<file path="src/lacg_dummy_guard.sv">
`timescale 1ns/1ps
`default_nettype none
`default_nettype wire

</file>
<file path="src/lacg_pkg.sv">
package lacg_pkg;
    // Register port
    localparam int ADDR_W = 4;
    localparam int DATA_W = 8;
    localparam logic [ADDR_W-1:0] ADDR_CTRL = 4'h0;
    localparam logic [ADDR_W-1:0] ADDR_KSET = 4'h1;
    localparam logic [ADDR_W-1:0] ADDR_STATUS = 4'h2;
    localparam int CTRL_ILA_EN = 0;
    localparam int CTRL_SCR = 1;
    localparam int CTRL_KOV = 2;
    localparam int CTRL_DUAL = 3;
    localparam int CTRL_TWOS = 4;
    localparam int STAT_BUSY = 0;
    localparam int STAT_DONE = 1;
    localparam int STAT_SVALID = 2;
    localparam int KSET_W = 5;
    localparam logic [DATA_W-1:0] RDATA_ZERO = 8'h00;
    localparam logic [KSET_W-1:0] KSET_RESET = 5'h00;

    // Sample path
    localparam int SAMPLE_W = 14;
    localparam int LATENCY = 20;
    localparam int DELAY_DEPTH = LATENCY - 2;
    localparam int PTR_W = 5;
    localparam logic [PTR_W-1:0] PTR_LAST = 5'(DELAY_DEPTH - 1);
    localparam logic [PTR_W-1:0] FILL_FULL = 5'(LATENCY);
    localparam logic [PTR_W-1:0] PTR_ONE = 5'h01;

    // Configuration octets
    localparam int OCTET_W = 8;
    localparam int OCT_NUM_W = 4;
    localparam logic [OCT_NUM_W-1:0] OCT_DID = 4'h0;
    localparam logic [OCT_NUM_W-1:0] OCT_BID = 4'h1;
    localparam logic [OCT_NUM_W-1:0] OCT_LID = 4'h2;
    localparam logic [OCT_NUM_W-1:0] OCT_SCR_L = 4'h3;
    localparam logic [OCT_NUM_W-1:0] OCT_F = 4'h4;
    localparam logic [OCT_NUM_W-1:0] OCT_K = 4'h5;
    localparam logic [OCT_NUM_W-1:0] OCT_M = 4'h6;
    localparam logic [OCT_NUM_W-1:0] OCT_CS_N = 4'h7;
    localparam logic [OCT_NUM_W-1:0] OCT_NP = 4'h8;
    localparam logic [OCT_NUM_W-1:0] OCT_S = 4'h9;
    localparam logic [OCT_NUM_W-1:0] OCT_HD_CF = 4'ha;
    localparam logic [OCT_NUM_W-1:0] OCT_RES1 = 4'hb;
    localparam logic [OCT_NUM_W-1:0] OCT_RES2 = 4'hc;
    localparam logic [OCT_NUM_W-1:0] OCT_FCHK = 4'hd;
    localparam logic [OCT_NUM_W-1:0] OCT_ONE = 4'h1;

    localparam logic [7:0] FLD_DID = 8'h00;
    localparam logic [3:0] FLD_BID = 4'h0;
    localparam logic [7:0] FLD_M = 8'h00;
    localparam logic [1:0] FLD_CS = 2'h0;
    localparam logic [4:0] FLD_N = 5'h0d;
    localparam logic [4:0] FLD_NP = 5'h0f;
    localparam logic [4:0] FLD_S = 5'h00;
    localparam logic FLD_HD = 1'b0;
    localparam logic [4:0] FLD_CF = 5'h00;
    localparam logic [7:0] FLD_RES = 8'h00;
    localparam logic [7:0] F_SINGLE = 8'h01;
    localparam logic [7:0] F_DUAL = 8'h00;
    localparam logic [4:0] K_SINGLE = 5'h08;
    localparam logic [4:0] K_DUAL = 5'h10;
    localparam logic [4:0] L_SINGLE = 5'h00;
    localparam logic [4:0] L_DUAL = 5'h01;
    localparam logic [4:0] LID_LANE1 = 5'h00;
    localparam logic [4:0] LID_LANE2 = 5'h01;

    typedef enum logic [1:0] {
        ILA_IDLE = 2'b00,
        ILA_SEND = 2'b01,
        ILA_DONE = 2'b10
    } lacg_ila_state_t;
endpackage : lacg_pkg

</file>
<file path="src/lacg_cfg_if.sv">
`timescale 1ns/1ps
`default_nettype none
interface lacg_cfg_if;
    import lacg_pkg::*;
    logic lane_dual;
    logic scramble_select;
    logic k_override;
    logic [KSET_W-1:0] frames_per_multiframe_setting;
    logic [OCT_NUM_W-1:0] octet_num;
    logic [OCTET_W-1:0] octet_lane1;
    logic [OCTET_W-1:0] octet_lane2;

    modport src (
        output lane_dual, scramble_select, k_override, frames_per_multiframe_setting, octet_num,
        input octet_lane1, octet_lane2
    );
    modport gen (
        input lane_dual, scramble_select, k_override, frames_per_multiframe_setting, octet_num,
        output octet_lane1, octet_lane2
    );
endinterface : lacg_cfg_if
`default_nettype wire

</file>
<file path="src/lacg_delay_mem.sv">
`timescale 1ns/1ps
`default_nettype none
module lacg_delay_mem (
    // Clock and reset
    input wire logic core_clk,
    input wire logic nrst,
    // Access
    input wire logic [lacg_pkg::PTR_W-1:0] addr,
    input wire logic [lacg_pkg::SAMPLE_W-1:0] wdata,
    output logic [lacg_pkg::SAMPLE_W-1:0] rdata
);
    import lacg_pkg::*;

    // Read and write share one address: the old word leaves as the new one lands
    logic [SAMPLE_W-1:0] mem [DELAY_DEPTH];
    logic [SAMPLE_W-1:0] rdata_reg;

    always_ff @(posedge core_clk) begin
        mem[addr] <= wdata;
    end

    always_ff @(posedge core_clk or negedge nrst) begin
        if (!nrst) begin
            rdata_reg <= '0;
        end else begin
            rdata_reg <= mem[addr];
        end
    end

    assign rdata = rdata_reg;
endmodule : lacg_delay_mem
`default_nettype wire

</file>
<file path="src/lacg_octet_gen.sv">
`timescale 1ns/1ps
`default_nettype none
module lacg_octet_gen (
    // Clock and reset
    input wire logic core_clk,
    input wire logic nrst,
    // Configuration and octet select
    lacg_cfg_if.gen cfg
);
    import lacg_pkg::*;

    typedef struct packed {
        logic [OCTET_W-1:0] oct1;
        logic [OCTET_W-1:0] oct2;
    } lacg_gen_state_t;

    lacg_gen_state_t st_reg;
    lacg_gen_state_t st_next;
    logic [4:0] l_fld;
    logic [7:0] f_fld;
    logic [4:0] k_fld;

    // Sum of field values, recomputed every cycle from live settings
    function automatic logic [7:0] lacg_fchk(input logic [4:0] lid, input logic [4:0] l,
                                             input logic [7:0] f, input logic [4:0] k, input logic scr);
        logic [7:0] sum;
        sum = FLD_DID + {4'h0, FLD_BID} + {3'h0, lid} + {7'h00, scr} + {3'h0, l} + f + {3'h0, k};
        sum = sum + FLD_M + {6'h00, FLD_CS} + {3'h0, FLD_N} + {3'h0, FLD_NP} + {3'h0, FLD_S};
        sum = sum + {7'h00, FLD_HD} + {3'h0, FLD_CF};
        return sum;
    endfunction : lacg_fchk

    function automatic logic [7:0] lacg_octet(input logic [OCT_NUM_W-1:0] num, input logic [4:0] lid,
                                              input logic [4:0] l, input logic [7:0] f,
                                              input logic [4:0] k, input logic scr);
        logic [7:0] o;
        o = FLD_RES;
        case (num)
            OCT_DID: o = FLD_DID;
            OCT_BID: o = {4'h0, FLD_BID};
            OCT_LID: o = {3'h0, lid};
            OCT_SCR_L: o = {scr, 2'h0, l};
            OCT_F: o = f;
            OCT_K: o = {3'h0, k};
            OCT_M: o = FLD_M;
            OCT_CS_N: o = {FLD_CS, 1'b0, FLD_N};
            OCT_NP: o = {3'h0, FLD_NP};
            OCT_S: o = {3'h0, FLD_S};
            OCT_HD_CF: o = {FLD_HD, 2'h0, FLD_CF};
            OCT_RES1: o = FLD_RES;
            OCT_RES2: o = FLD_RES;
            OCT_FCHK: o = lacg_fchk(lid, l, f, k, scr);
            default: o = FLD_RES;
        endcase
        return o;
    endfunction : lacg_octet

    always_comb begin
        l_fld = cfg.lane_dual ? L_DUAL : L_SINGLE;
        f_fld = cfg.lane_dual ? F_DUAL : F_SINGLE;
        if (cfg.k_override) begin
            k_fld = cfg.frames_per_multiframe_setting;
        end else if (cfg.lane_dual) begin
            k_fld = K_DUAL;
        end else begin
            k_fld = K_SINGLE;
        end
        st_next.oct1 = lacg_octet(cfg.octet_num, LID_LANE1, l_fld, f_fld, k_fld, cfg.scramble_select);
        st_next.oct2 = lacg_octet(cfg.octet_num, LID_LANE2, l_fld, f_fld, k_fld, cfg.scramble_select);
    end

    always_ff @(posedge core_clk or negedge nrst) begin
        if (!nrst) begin
            st_reg <= '0;
        end else begin
            st_reg <= st_next;
        end
    end

    assign cfg.octet_lane1 = st_reg.oct1;
    assign cfg.octet_lane2 = st_reg.oct2;
endmodule : lacg_octet_gen
`default_nettype wire

</file>
<file path="src/lacg_top.sv">
`timescale 1ns/1ps
`default_nettype none
module lacg_top (
    // Clock and reset
    input wire logic core_clk,
    input wire logic nrst,
    // Register port
    input wire logic [lacg_pkg::ADDR_W-1:0] reg_addr,
    input wire logic [lacg_pkg::DATA_W-1:0] reg_wdata,
    input wire logic reg_wr,
    input wire logic reg_rd,
    output logic [lacg_pkg::DATA_W-1:0] reg_rdata,
    // Converter core samples
    input wire logic [lacg_pkg::SAMPLE_W-1:0] conv_data_in,
    output logic [lacg_pkg::SAMPLE_W-1:0] sample_out,
    output logic sample_out_valid,
    // Lane alignment octets
    output logic ila_valid,
    output logic [lacg_pkg::OCT_NUM_W-1:0] ila_octet_num,
    output logic [lacg_pkg::OCTET_W-1:0] ila_lane1_octet,
    output logic [lacg_pkg::OCTET_W-1:0] ila_lane2_octet,
    output logic ila_lane2_active
);
    import lacg_pkg::*;

    typedef struct packed {
        logic ila_en;
        logic scr;
        logic kov;
        logic dual;
        logic twos;
        logic [KSET_W-1:0] kset;
        lacg_ila_state_t ila_state;
        logic [OCT_NUM_W-1:0] oct_cnt;
        logic ila_done;
        logic ila_vld;
        logic [OCT_NUM_W-1:0] ila_num;
        logic [SAMPLE_W-1:0] sample;
        logic [PTR_W-1:0] wptr;
        logic [PTR_W-1:0] fill;
        logic [SAMPLE_W-1:0] sout;
        logic svalid;
        logic [DATA_W-1:0] rdata;
    } lacg_top_state_t;

    lacg_top_state_t st_reg;
    lacg_top_state_t st_next;
    logic [SAMPLE_W-1:0] mem_rdata;
    logic send_act;

    lacg_cfg_if cfg_bus ();

    lacg_octet_gen u_gen (
        .core_clk(core_clk),
        .nrst(nrst),
        .cfg(cfg_bus.gen)
    );

    lacg_delay_mem u_mem (
        .core_clk(core_clk),
        .nrst(nrst),
        .addr(st_reg.wptr),
        .wdata(st_reg.sample),
        .rdata(mem_rdata)
    );

    assign cfg_bus.lane_dual = st_reg.dual;
    assign cfg_bus.scramble_select = st_reg.scr;
    assign cfg_bus.k_override = st_reg.kov;
    assign cfg_bus.frames_per_multiframe_setting = st_reg.kset;
    assign cfg_bus.octet_num = st_reg.oct_cnt;

    always_comb begin
        st_next = st_reg;
        send_act = 1'b0;

        // Register writes
        if (reg_wr) begin
            if (reg_addr == ADDR_CTRL) begin
                st_next.ila_en = reg_wdata[CTRL_ILA_EN];
                st_next.scr = reg_wdata[CTRL_SCR];
                st_next.kov = reg_wdata[CTRL_KOV];
                st_next.dual = reg_wdata[CTRL_DUAL];
                st_next.twos = reg_wdata[CTRL_TWOS];
            end else if (reg_addr == ADDR_KSET) begin
                st_next.kset = reg_wdata[KSET_W-1:0];
            end else if (reg_addr == ADDR_STATUS) begin
                if (reg_wdata[STAT_DONE]) begin
                    st_next.ila_done = 1'b0;
                end
            end
        end

        // Read data stand for exactly one cycle
        st_next.rdata = RDATA_ZERO;
        if (reg_rd) begin
            if (reg_addr == ADDR_CTRL) begin
                st_next.rdata[CTRL_ILA_EN] = st_reg.ila_en;
                st_next.rdata[CTRL_SCR] = st_reg.scr;
                st_next.rdata[CTRL_KOV] = st_reg.kov;
                st_next.rdata[CTRL_DUAL] = st_reg.dual;
                st_next.rdata[CTRL_TWOS] = st_reg.twos;
            end else if (reg_addr == ADDR_KSET) begin
                st_next.rdata[KSET_W-1:0] = st_reg.kset;
            end else if (reg_addr == ADDR_STATUS) begin
                st_next.rdata[STAT_BUSY] = (st_reg.ila_state == ILA_SEND);
                st_next.rdata[STAT_DONE] = st_reg.ila_done;
                st_next.rdata[STAT_SVALID] = st_reg.svalid;
            end
        end

        // One pass per enable; enable must drop before another pass can start
        case (st_reg.ila_state)
            ILA_IDLE: begin
                st_next.oct_cnt = OCT_DID;
                if (st_reg.ila_en) begin
                    st_next.ila_state = ILA_SEND;
                end
            end
            ILA_SEND: begin
                send_act = 1'b1;
                if (st_reg.oct_cnt == OCT_FCHK) begin
                    st_next.ila_state = ILA_DONE;
                    st_next.oct_cnt = OCT_DID;
                    st_next.ila_done = 1'b1;
                end else begin
                    st_next.oct_cnt = st_reg.oct_cnt + OCT_ONE;
                end
            end
            ILA_DONE: begin
                st_next.oct_cnt = OCT_DID;
                if (!st_reg.ila_en) begin
                    st_next.ila_state = ILA_IDLE;
                end
            end
            default: begin
                st_next.ila_state = ILA_IDLE;
                st_next.oct_cnt = OCT_DID;
            end
        endcase

        // Octets come out of the generator one cycle behind the select
        st_next.ila_vld = send_act;
        st_next.ila_num = st_reg.oct_cnt;

        // Sample taken on this edge, then a fixed-depth ring sets the latency
        st_next.sample = conv_data_in;
        if (st_reg.wptr == PTR_LAST) begin
            st_next.wptr = '0;
        end else begin
            st_next.wptr = st_reg.wptr + PTR_ONE;
        end
        if (st_reg.fill != FILL_FULL) begin
            st_next.fill = st_reg.fill + PTR_ONE;
        end
        st_next.svalid = st_reg.svalid | (st_reg.fill == FILL_FULL);
        if (st_reg.twos) begin
            st_next.sout = {~mem_rdata[SAMPLE_W-1], mem_rdata[SAMPLE_W-2:0]};
        end else begin
            st_next.sout = mem_rdata;
        end
    end

    always_ff @(posedge core_clk or negedge nrst) begin
        if (!nrst) begin
            st_reg <= '{ila_state: ILA_IDLE, kset: KSET_RESET, default: '0};
        end else begin
            st_reg <= st_next;
        end
    end

    assign reg_rdata = st_reg.rdata;
    assign sample_out = st_reg.sout;
    assign sample_out_valid = st_reg.svalid;
    assign ila_valid = st_reg.ila_vld;
    assign ila_octet_num = st_reg.ila_num;
    assign ila_lane1_octet = cfg_bus.octet_lane1;
    assign ila_lane2_octet = cfg_bus.octet_lane2;
    assign ila_lane2_active = st_reg.dual;
endmodule : lacg_top
`default_nettype wire

</file>
<file path="config.mk">
export PLATFORM = sky130hd
export DESIGN_NAME = lacg_top
export DESIGN_NICKNAME = d
export VERILOG_FILES = /design/src/lacg_dummy_guard.sv /design/src/lacg_pkg.sv /design/src/lacg_cfg_if.sv /design/src/lacg_delay_mem.sv /design/src/lacg_octet_gen.sv /design/src/lacg_top.sv
export SDC_FILE = /design/constraint.sdc
export NUM_CORES = 1
export LEC_CHECK = 0
export BUFFER_PORTS_ARGS = -buffer_cell sky130_fd_sc_hd__buf_2
export CAP_MARGIN = 25
export CORE_ASPECT_RATIO = 1.25
export CORE_MARGIN = 2
export CORE_UTILIZATION = 55
export DETAILED_ROUTE_END_ITERATION = 8
export PLACE_DENSITY = 0.84
export SYNTH_ARGS = -nofsm -noshare
export SYNTH_HDL_FRONTEND = slang
export SYNTH_SLANG_ARGS = --single-unit
</file>
<file path="constraint.sdc">
create_clock -name core_clk -period 2.45 [get_ports core_clk]
set_input_delay 0.49 -clock core_clk [delete_from_list [all_inputs] [get_ports core_clk]]
set_output_delay 0.49 -clock core_clk [all_outputs]
set_load 0.05 [all_outputs]
</file>
Word level (Yosys, flattened, before mapping)

Memory sizes are Yosys's and may differ from the RTL's. A register that Yosys moved wholly into a read port is not among the register bits.
Index checks and enable logic that the tools add are counted.

Add/subtract/negate cells: 14
Eq/ne operators: 17
Muxes and demuxes: 26
Bitwise operators: 3
Reductions and logical operators: 6

Operators by type and width:

| operator                                                              | count |
|---|---|
| 8-bit case mux with 7 select lines                                    | 1 |
| 8-bit case mux with 6 select lines                                    | 1 |
| 8-bit by 4-bit adder with 8-bit output, second input constant         | 4 |
| 5-bit 2-to-1 mux                                                      | 5 |
| 8-bit by 5-bit adder with 8-bit output                                | 3 |
| 6-bit case mux with 3 select lines                                    | 1 |
| 8-bit adder                                                           | 2 |
| 14-bit 2-to-1 mux                                                     | 1 |
| 4-bit by 2-bit equality test with 1-bit output, second input constant | 3 |
| 4-bit by 3-bit equality test with 1-bit output, second input constant | 3 |
| 5-bit by 1-bit adder with 5-bit output, second input constant         | 2 |
| 5-bit equality test, second input constant                            | 2 |
| 1-bit 2-to-1 mux                                                      | 10 |
| 4-bit equality test, second input constant                            | 2 |
| 2-bit 2-to-1 mux                                                      | 4 |
| 1-bit by 5-bit adder with 6-bit output                                | 1 |
| 3-bit 2-to-1 mux                                                      | 2 |
| 3-bit AND reduction                                                   | 2 |
| 5-bit != test, second input constant                                  | 1 |
| 4-bit by 1-bit adder with 4-bit output, second input constant         | 1 |
| 4-bit by 1-bit equality test with 1-bit output, second input constant | 1 |
| 4-bit zero test                                                       | 1 |
| 4-bit 2-to-1 mux                                                      | 1 |
| 2-bit != test, second input constant                                  | 2 |
| other kinds (9)                                                       | 10 |

Register bits: 82
RAM bits: 252
Input port bits: 30
Output and inout port bits: 45
Word-level logic and storage cells: 86
Memories: 1

Memory list:

| memory    | depth | width | read ports | clocked after Yosys merged registers in | write ports | RTL line             | source |
|---|---|---|---|---|---|---|---|
| u_mem.mem | 18    | 14    | 1          | 1                                       | 1           | lacg_delay_mem.sv:15 | `logic [SAMPLE_W-1:0] mem [DELAY_DEPTH];` |

Logic depth before layout (Yosys ltp)

Gate-level depths: netlist of run 1.

Depth after elaboration: 7
Mapped depth: 9
Depth with buffers taken out: 9

Modules after synthesis

From an unflattened synthesis of run 1, not the netlist that was laid out.

Cell total of the unflattened synthesis: 777
Area total of the unflattened synthesis: 13650.6 µm²

By module, submodules not included:

| module         | times used | cells each | area an instance (µm²) | seq. area each (µm²) |
|---|---|---|---|---|
| lacg_delay_mem | 1          | 479        | 10103.4                | 7917.6 |
| lacg_top       | 1          | 178        | 2472.4                 | 1651.6 |
| lacg_octet_gen | 1          | 120        | 1074.8                 | 400.4 |

Worst setup path after synthesis of run 1

OpenSTA, ideal clock, no wires.

Path type: flip-flop to flip-flop
From: register st_reg (netlist bit ila_lane2_active)
To: register u_gen.st_reg (netlist bit u_gen.cfg.octet_lane2[4])
Setup time: 116 ps
Arrival: 2743 ps
Required time: 2334 ps
Path slack: -409 ps
Stages on the path, launching flop included: 9
Path buffers: 0
Clock period less this slack: 2859 ps
Cell sequence: dfrtp_1 -> inv_1 -> ha_1 -> xor2_1 -> ha_1 -> fa_1 -> nor4b_1 -> or4_1 -> o311ai_0

RTL lines:

| item                     | RTL line             | source |
|---|---|---|
| start: declaration       | lacg_top.sv:46       | `lacg_top_state_t st_reg;` |
| start signal: assignment | lacg_top.sv:168      | `st_reg <= st_next;` |
| end signal: assignment   | lacg_octet_gen.sv:76 | `st_reg <= st_next;` |
| end: declaration         | lacg_octet_gen.sv:17 | `lacg_gen_state_t st_reg;` |

==> metrics.yaml, run 1 <==
timing:
  rsz0062_at_grt: "false"
  hold_ws_ps: 64.79
  slew_headroom_pct: 40.73
  hold_violations: 0
  tightest_slew_ps: 889.0
  fin_crit_sh_pct: 94.60
  fin_tns_setup_ps: 0
  fin_skew_ps: 19.11
  finalSetupViolCount: 0
  fmaxAchievable_mhz: 431.5
  drv_slew: 0
  post-route-min-period_ps: 2318
synthesis:
  syn_avg_cell_area_um2: 18.13
  yosys-top-cells-count: "252 x edfxtp_1, 95 x dfrtp_1, 49 x mux4_2"
  synth_ff_type: "edfxtp_1"
  synthesis.area_um2: 13620
  synth-seq-area-share_pct: 73.03
  ys_types: 52
  yosysMostFrequentCell: "edfxtp_1"
  synth_top_cell_by_area: "edfxtp_1"
  synth_top_cells_by_area: "edfxtp_1 56%, dfrtp_1 17%, mux4_2 8.1%"
  synth_top_area_share_pct: 55.57
  yosysWarnings: 0
  synth_seq_cells: 347
  synth_edf_count: 252
  async_reset_ff_share_pct: 27.38
  synth_cells: 751
critical_path:
  path_delay_family: "adder cells"
  critPathKind: "flip-flop to flip-flop"
  cp_slowest_cell: "dfrtp_4"
  path_buf_inv: 1
  cp-endpoint: "u_gen.cfg.octet_lane2[4]"
  cp-start-kind: "flip-flop"
  max_stage_delay_ps: 500
  cp-end-kind: "flip-flop"
  reg2reg_slack_ps: 130
  arrival_ps: 2710
  required_ps: 2840
  cp_max_fo: 4
  r2r-end: "u_gen.cfg.octet_lane2[4]"
  cp-startpoint: "ila_lane2_active"
  cp_num_cells: 8
  path_cells: "inv_4 -> ha_4 -> xor2_1 -> ha_2 -> fa_2 -> nor4b_2 -> or4_1 -> o311ai_0"
  regToRegStartpoint: "ila_lane2_active"
  r2r_cells: 8
place:
  dp_hpwl_mm: 17.24
  io_buffers: 67
  gp_congestion: 0.9014
  dpl.cell_count: 1143
floorplanning:
  core-area_um2: 24420
  die_w_um: 144.7
  die_h_um: 179.9
  fp-row-count: 64
  die-area_um2: 26040
  top_level_ports: 75
  start_util_pct: 55.75
cells_and_area:
  antenna_cells: 0
  largest_register_ffs: 252
  syn_to_final_growth_pct: 15.07
  nNetsFinal: 901
  final_cell_count_no_fill: 1208
  post_route_cells_drive_above_1_share_pct: 29.61
grt:
  overflow: 0
  antenna_found_initial: 0
  grt_max_degree: 57
  grt_usage_pct: 22.06
  grt_pass1_wl_mm: 42.49
  grt_pass1_vias: 7348
routing:
  via_per_inst: 5.805
  num_vias: 7013
  firstDrtPassIters: 7
  wl_per_cell_um: 22.88
  wl_mm: 27.64
  drc: 0
  final_antenna_net_count: 0
  drtIter0Drc: 783
outcome:
  outcome: "complete, no violations"
power_and_ir_drop:
  p_per_area_nw_per_um2: 869.1
  power.leakage_nw: 5.764
  peakVddDrop_mv: 0.6633
clocking:
  path_clk_slew_ps: 60
  cts_buffers: 34
  cts_tree: "done"
  cts_sinks: 347
  worstSkewPairLatency_ps: 520
  clk_path_buf_depth: 3
  htreeDepth: 2
  clock-root-buffer: "clkbuf_16"
job:
  cap_violations: 0
min_path:
  hold_class: "input pin to async pin"
## placed cells by master, fill, tap and decap left out, drive strengths merged, types with 5 or more instances in the layout
| master | n |
|---|---|
| edfxtp | 252 |
| buf | 122 |
| dfrtp | 95 |
| mux4 | 56 |
| clkbuf | 42 |
| nor2 | 37 |
| o21ai | 32 |
| nand2 | 24 |
| mux2i | 24 |
| mux2 | 22 |
| inv | 21 |
| a21oi | 17 |
| ha | 17 |
| a222oi | 14 |
| nand2b | 12 |
| clkinv | 10 |
| xnor2 | 8 |
| nor3 | 8 |
| nand3 | 7 |
| and3 | 6 |
| bufinv | 6 |
| nor2b | 5 |
## final cells by class
cell class | instances | area [µm²]
sequential | 347 | 9953
fill | 1600 | 8755
multi-input combinational | 328 | 3259
clock buffer | 42 | 890.9
timing repair buffer | 122 | 808.3
tap | 330 | 412.9
clock inverter | 20 | 270.3
inverter | 19 | 73.82
## kinds of logic (layout without fill, tap and decap cells)
family                   Yosys count  after routing  share of synthesized area [%]
multiplexers                     102            102                          13.04
buffers and inverters             79            203                          3.436
AND/OR/NAND/NOR                  114            114                          4.199
AO/OA/AOI/OAI                     77             77                          3.639
XOR/XNOR                          12             12                         0.7718
other                              1              4                        0.02754
adder cells (fa/ha/maj)           19             19                          1.856
flip-flops                       347            347                          73.03
## routing by layer
layer  GRT usage (%)  up-vias  routed length [µm]
met5               0        -                   0
met4           9.010        0                1051
met3           4.129       76                2180
met2           37.23      352               14220
met1           28.20     3502               10190
li1                -     3083                   -
## worst min path at each step
stage                    startpoint  slack, ps                                  endpoint  cells past startpoint
CTS                 conv_data_in[1]         50                                st_reg[34]                      1
floorplan                      nrst        190  cfg_bus.frames_per_multiframe_setting[0]                      0
detailed placement  u_mem.rdata[12]        330                            sample_out[12]                      0
global placement     u_mem.rdata[0]        330                             sample_out[0]                      0
global route        conv_data_in[5]         60                                st_reg[38]                      1
finish                         nrst         60                                st_reg[23]                      1
## stage by stage
stage / util [%] / total power [mW] / cell area (µm²) / setup WS, ps
4_1_cts: 63.98 / 13.67 / 15630 / 6.910
6_report: 64.15 / 13.62 / 15670 / 132.3
3_5_place_dp: 59.22 / 8.303 / 14460 / 49.20
5_1_grt: 64.15 / 14.14 / 15670 / 29.07
3_3_place_gp: 59.13 / 8.266 / 14440 / 71.78
2_1_floorplan: - / 7.944 / 13650 / 6.523
## power breakdown
group          total, mW  internal, mW  switching, mW
Sequential          6.77          6.52          0.242
Combinational       1.47         0.496          0.974
Clock               5.38          3.24           2.14
Total               13.6          10.3           3.36
## repair_timing
item                       4_1_cts  5_1_grt
setup endpoints to repair        0        2
resized for setup                0        4
hold buffers                     0        0
setup buffers                    0        3
Power figures use the tool's default switching activity.
==> inputs of run 2 (changes only) <==
--- a/config.mk
+++ b/config.mk
@@ -14,4 +14,5 @@
 export PLACE_DENSITY = 0.84
 export SYNTH_ARGS = -nofsm -noshare
 export SYNTH_HDL_FRONTEND = slang
+export SYNTH_HIERARCHICAL = 1
 export SYNTH_SLANG_ARGS = --single-unit
==> run 2 against run 1 <==
Non-clock buffer count is 12 lower. Combinational power is 7% lower. Register-to-register slack better by 170 ps. First-iteration DRC count is 22% lower. Critical endpoint is now u_gen/cfg.octet_lane1[4]. Clock power is 6.3% lower. Cell count is 1.2% higher. Sequential share of layout area is 0.77 points higher. Largest cell class unchanged. Final area is 1.0% lower. Global-route usage is 2.5 points lower. Utilization is 0.64 points lower. Routed wire length is 8.6% lower.
==> metrics.yaml, run 2 <==
clocking:
  path_clk_slew_ps: 60
  clk_path_buf_depth: 3
  clock-root-buffer: "clkbuf_16"
  cts_resized: 0
  worstSkewPairLatency_ps: 520
  htreeDepth: 2
  cts_sinks: 348
  cts_tree: "done"
  cts_buffers: 34
  cts_setup_buffers: 0
synthesis:
  synth_top_cells_by_area: "edfxtp_1 55%, dfrtp_1 18%, mux4_2 6.6%"
  synth_top_cell_by_area: "edfxtp_1"
  synth_top_area_share_pct: 55.44
  yosys-top-cells-count: "252 x edfxtp_1, 96 x dfrtp_1, 54 x mux2_2"
  synth_cells: 777
  async_reset_ff_share_pct: 27.59
  synth_ff_type: "edfxtp_1"
  synth_edf_count: 252
  yosysWarnings: 6
  ys_types: 63
  yosysMostFrequentCell: "edfxtp_1"
  syn_avg_cell_area_um2: 17.57
  synthesis.area_um2: 13650
  synth_seq_cells: 348
  synth-seq-area-share_pct: 73.03
critical_path:
  path_buf_inv: 1
  path_cells: "buf_4 -> nand2_1 -> ha_1 -> nor3_1 -> nor4_1 -> or3_1"
  reg2reg_slack_ps: 300
  cp-end-kind: "flip-flop"
  cp-start-kind: "flip-flop"
  r2r_cells: 6
  cp_max_fo: 8
  critPathKind: "flip-flop to flip-flop"
  cp_slowest_cell: "dfrtp_1"
  required_ps: 2840
  arrival_ps: 2540
  path_delay_family: "simple AND/OR/NAND/NOR gates"
  max_stage_delay_ps: 450
  r2r-end: "u_gen/cfg.octet_lane1[4]"
  regToRegStartpoint: "cfg_bus.k_override"
grt:
  grt_max_degree: 44
  grt_usage_pct: 19.61
  antenna_found_initial: 0
  grt_pass1_wl_mm: 39.57
  grt_pass1_vias: 7105
  overflow: 0
timing:
  fin_crit_sh_pct: 87.82
  fin_tns_setup_ps: 0
  rsz0062_at_grt: "false"
  finalSetupViolCount: 0
  tightest_slew_ps: 885.9
  fin_skew_ps: 16.51
  slew_headroom_pct: 40.62
  hold_violations: 0
  post-route-min-period_ps: 2151
  fmaxAchievable_mhz: 464.8
  hold_ws_ps: 78.55
  drv_slew: 0
cells_and_area:
  final_cell_count_no_fill: 1222
  syn_to_final_growth_pct: 13.64
  design_area_um2: 15510
  fin_util_pct: 63.51
  antenna_cells: 0
  final_common_cell: "edfxtp_1"
  largest_register_ffs: 252
  nFillCells: 1599
  mostFrequentLayoutCells: "252 x edfxtp_1, 93 x dfrtp_1, 67 x buf_2, 54 x mux2_2, 50 x nand2_1"
  post_route_cells_drive_above_1_share_pct: 31.05
  nNetsFinal: 908
min_path:
  hold_end: "st_reg[42]"
  hold_class: "input pin to flip-flop"
  hold_start: "conv_data_in[9]"
  hold_depth: 1
floorplanning:
  die_h_um: 180.1
  top_level_ports: 75
  die_w_um: 144.9
  die-area_um2: 26100
  core-area_um2: 24420
  start_util_pct: 55.89
  fp-row-count: 64
place:
  io_buffers: 68
  dpl.cell_count: 1159
  dp_hpwl_mm: 16.03
  place_area_um2: 14410
  gp_congestion: 0.8541
routing:
  final_antenna_net_count: 0
  via_per_inst: 5.785
  wl_mm: 25.27
  wl_per_cell_um: 20.68
  num_vias: 7069
  drtIter0Drc: 613
  drc: 0
  firstDrtPassIters: 5
power_and_ir_drop:
  p_per_area_nw_per_um2: 847.1
  power.leakage_nw: 5.709
  peakVddDrop_mv: 0.4104
outcome:
  outcome: "complete, no violations"
job:
  cap_violations: 0
==> run 2: cell types whose count changed after synthesis, moves of 7 or more <==
| cell | previous run | this run |
|---|---|---|
| a22oi_1 | 1 | 28 |
| nand4_1 | 0 | 15 |
| clkbuf_1 | 17 | 10 |
| mux2i_1 | 24 | 6 |
| inv_1 | 18 | 11 |
| mux2_2 | 22 | 54 |
| nand2_1 | 24 | 50 |
| mux4_2 | 49 | 40 |
| o21ai_1 | 14 | 5 |
| o21ai_0 | 18 | 8 |
| a222oi_1 | 14 | 0 |
==> run 2: what timing repair did <==
| item | in CTS | in global routing |
|---|---|---|
| hold endpoints to repair | 16 | 0 |
| hold buffers | 1 | 0 |
| setup endpoints to repair | 0 | 0 |
==> run 2: through the flow <==
step | total power [mW] | setup slack [ps]
2_1_floorplan | 7.863 | 25.40
3_3_place_gp | 8.163 | 366.0
3_5_place_dp | 8.213 | 306.1
6_report | 13.14 | 298.5
4_1_cts | 13.22 | 313.4
5_1_grt | 13.62 | 120.9
==> run 2: power by group <==
group          total (mW)  internal, mW  switching, mW
Clock                5.04          2.94           2.11
Sequential           6.72          6.53          0.196
Combinational        1.37         0.457          0.917
==> run 2: metal layers <==
metal | GRT usage (%) | part of all wire, %
met5 | 0 | 0
met4 | 7.446 | 2.9
met3 | 3.418 | 6.0
met2 | 34.82 | 53
met1 | 24.15 | 38
==> run 2: area by class of cell <==
type	instances	area, µm²	share of cell area, %
Sequential cell	348	9973	64.29
Inverter	13	48.80	0.3146
Clock inverter	20	202.7	1.307
Multi-Input combinational cell	359	3257	21.00
Clock buffer	42	890.9	5.743
Timing Repair Buffer	110	726.9	4.686
Tap cell	330	412.9	2.662
==> run 2: worst max path at each step <==
stage                            start                        to  slack [ps]  depth (start not counted)
finish              cfg_bus.k_override  u_gen/cfg.octet_lane1[4]         300                          6
global placement    cfg_bus.k_override  u_gen/cfg.octet_lane1[4]         370                          5
floorplan                   st_reg[31]           u_mem/mem[8][0]          30                          4
CTS                 cfg_bus.k_override  u_gen/cfg.octet_lane1[4]         310                          6
global route        cfg_bus.k_override  u_gen/cfg.octet_lane1[4]         120                          6
detailed placement  cfg_bus.k_override  u_gen/cfg.octet_lane1[4]         310                          6
==> run 2: logic make-up (layout without fill, tap and decap cells) <==
kind of cell,after synthesis,in the layout,share of synthesized area [%]
buffers and inverters,72,185,3.346
and+or+nand+nor,158,158,6.095
adders and majority gates,12,12,1.100
DFF,348,348,73.03
other,1,3,0.02747
xor gates and xnor gates,13,13,0.8891
AOI/OAI and AO/OA,71,71,3.630
muxes,102,102,11.88
==> inputs of run 3 (changes only) <==
--- a/config.mk
+++ b/config.mk
@@ -11,6 +11,8 @@
 export CORE_MARGIN = 2
 export CORE_UTILIZATION = 55
 export DETAILED_ROUTE_END_ITERATION = 8
+export GPL_ROUTABILITY_DRIVEN = 1
+export MAX_ROUTING_LAYER = met4
 export PLACE_DENSITY = 0.84
 export SYNTH_ARGS = -nofsm -noshare
 export SYNTH_HDL_FRONTEND = slang
==> run 3 against run 2 <==
Sequential power barely moved. Maximum frequency hardly changed. Critical path depth did not move. Critical path type unchanged.
==> metrics.yaml, run 3 (synthesized netlist as in run 2, its figures left out) <==
timing:
  fmaxAchievable_mhz: 465.0
  rsz0062_at_grt: "false"
  hold_violations: 0
  finalSetupViolCount: 0
  fin_skew_ps: 13.75
  slew_headroom_pct: 40.12
  fin_tns_setup_ps: 0
  hold_ws_ps: 80.82
  fin_crit_sh_pct: 87.77
  drv_slew: 0
  tightest_slew_ps: 893.4
  post-route-min-period_ps: 2150
clocking:
  cts_sinks: 348
  clk_path_buf_depth: 3
  clock-root-buffer: "clkbuf_16"
  cts_tree: "done"
  worstSkewPairLatency_ps: 510
  htreeDepth: 2
  cts_buffers: 34
  cts_resized: 0
  path_clk_slew_ps: 60
min_path:
  hold_start: "conv_data_in[12]"
  hold_class: "input pin to flip-flop"
critical_path:
  cp-startpoint: "cfg_bus.k_override"
  critPathKind: "flip-flop to flip-flop"
  regToRegStartpoint: "cfg_bus.k_override"
  cp-start-kind: "flip-flop"
  arrival_ps: 2540
  cp-end-kind: "flip-flop"
  required_ps: 2840
  cp_max_fo: 8
floorplanning:
  die_w_um: 144.9
  die-area_um2: 26100
  die_h_um: 180.1
  core-area_um2: 24420
  top_level_ports: 75
  start_util_pct: 55.89
  fp-row-count: 64
power_and_ir_drop:
  combPwrFrac_pct: 10.5
  switchingPower_mw: 3.222
  p_per_area_nw_per_um2: 847.2
  power.leakage_nw: 5.709
  sw_frac_of_total_pct: 24.51
  peakVddDrop_mv: 0.4093
  clockPowerShare_pct: 38.4
  p_int_mw: 9.921
  pwr-share-seq_pct: 51.2
cells_and_area:
  syn_to_final_growth_pct: 13.64
  mostFrequentLayoutCells: "252 x edfxtp_1, 93 x dfrtp_1, 67 x buf_2, 54 x mux2_2, 50 x nand2_1"
  nFillCells: 1599
  fin_util_pct: 63.51
  final_cell_count_no_fill: 1222
  largest_register_ffs: 252
  post_route_cells_drive_above_1_share_pct: 31.05
  nNetsFinal: 908
  final_common_cell: "edfxtp_1"
  antenna_cells: 0
grt:
  grt_pass1_wl_mm: 39.62
  grt_max_degree: 44
  grt_usage_pct: 20.24
  overflow: 0
  antenna_found_initial: 0
  grt_pass1_vias: 7104
routing:
  firstDrtPassIters: 5
  drtIter0Drc: 602
  via_per_inst: 5.781
  num_vias: 7064
  wl_per_cell_um: 20.73
  final_antenna_net_count: 0
  wl_mm: 25.34
  drc: 0
place:
  dpl.cell_count: 1159
  dp_hpwl_mm: 16.03
  gp_congestion: 0.8683
  io_buffers: 68
outcome:
  outcome: "complete, no violations"
job:
  cap_violations: 0
-- run 3: cell counts in the layout (fill, tap and decap cells not counted) --
No cell type changed its count.
-- run 3: critical path, stage by stage (launching register included) --
cell     delay [ps]
dfrtp_1         450
buf_4           200
nand2_1         120
ha_1            400
nor3_1          400
nor4_1          100
or3_1           350
-- run 3: routing by layer --
| layer | track usage, % | vias up | wire [µm] |
|---|---|---|---|
| met4 | 7.446 | 0 | 748 |
| met1 | 24.18 | 3572 | 9625 |
| met5 | - | - | 0 |
| li1 | - | 3132 | - |
| met3 | 3.418 | 71 | 1469 |
| met2 | 34.86 | 289 | 13490 |
-- run 3: metrics by stage --
| stage | power, mW | cell area, µm² | setup slack [ps] |
|---|---|---|---|
| 2_1_floorplan | 7.863 | 13670 | 25.40 |
| 3_3_place_gp | 8.163 | 14400 | 366.0 |
| 3_5_place_dp | 8.213 | 14410 | 306.1 |
| 4_1_cts | 13.22 | 15510 | 313.4 |
| 5_1_grt | 13.62 | 15510 | 120.9 |
| 6_report | 13.14 | 15510 | 299.6 |
-- run 3: final timing paths --
path                                             to  slack (ps)  cells past startpoint
min in group asynchronous                st_reg[41]         530                      2
max in group asynchronous                st_reg[31]        1270                      3
setup / recovery           u_gen/cfg.octet_lane1[4]         300                      6
hold reg to reg                      sample_out[11]         350                      0
hold / removal                           st_reg[45]          80                      1
setup reg to reg           u_gen/cfg.octet_lane1[4]         300                      6
-- run 3: layout make-up --
cell class	count	area (µm²)	share of cell area (%)
Inverter	13	48.80	0.3146
Timing Repair Buffer	110	726.9	4.686
Tap cell	330	412.9	2.662
Multi-Input combinational cell	359	3257	21.00
Clock inverter	20	202.7	1.307
Sequential cell	348	9973	64.29
Clock buffer	42	890.9	5.743
-- run 3: repair_timing --
action	4_1_cts	5_1_grt
hold buffers	1	0
setup buffers	0	0
hold endpoints to repair	16	0
-- run 3: power by group through the flow --
stage	logic, mW	clock network, mW	registers (mW)
finish	1.37	5.05	6.72
global route	1.49	5.38	6.75
CTS	1.37	5.12	6.73
detailed placement	1.37	0	6.85
global placement	1.34	0	6.83
floorplan	0.856	0	7.01
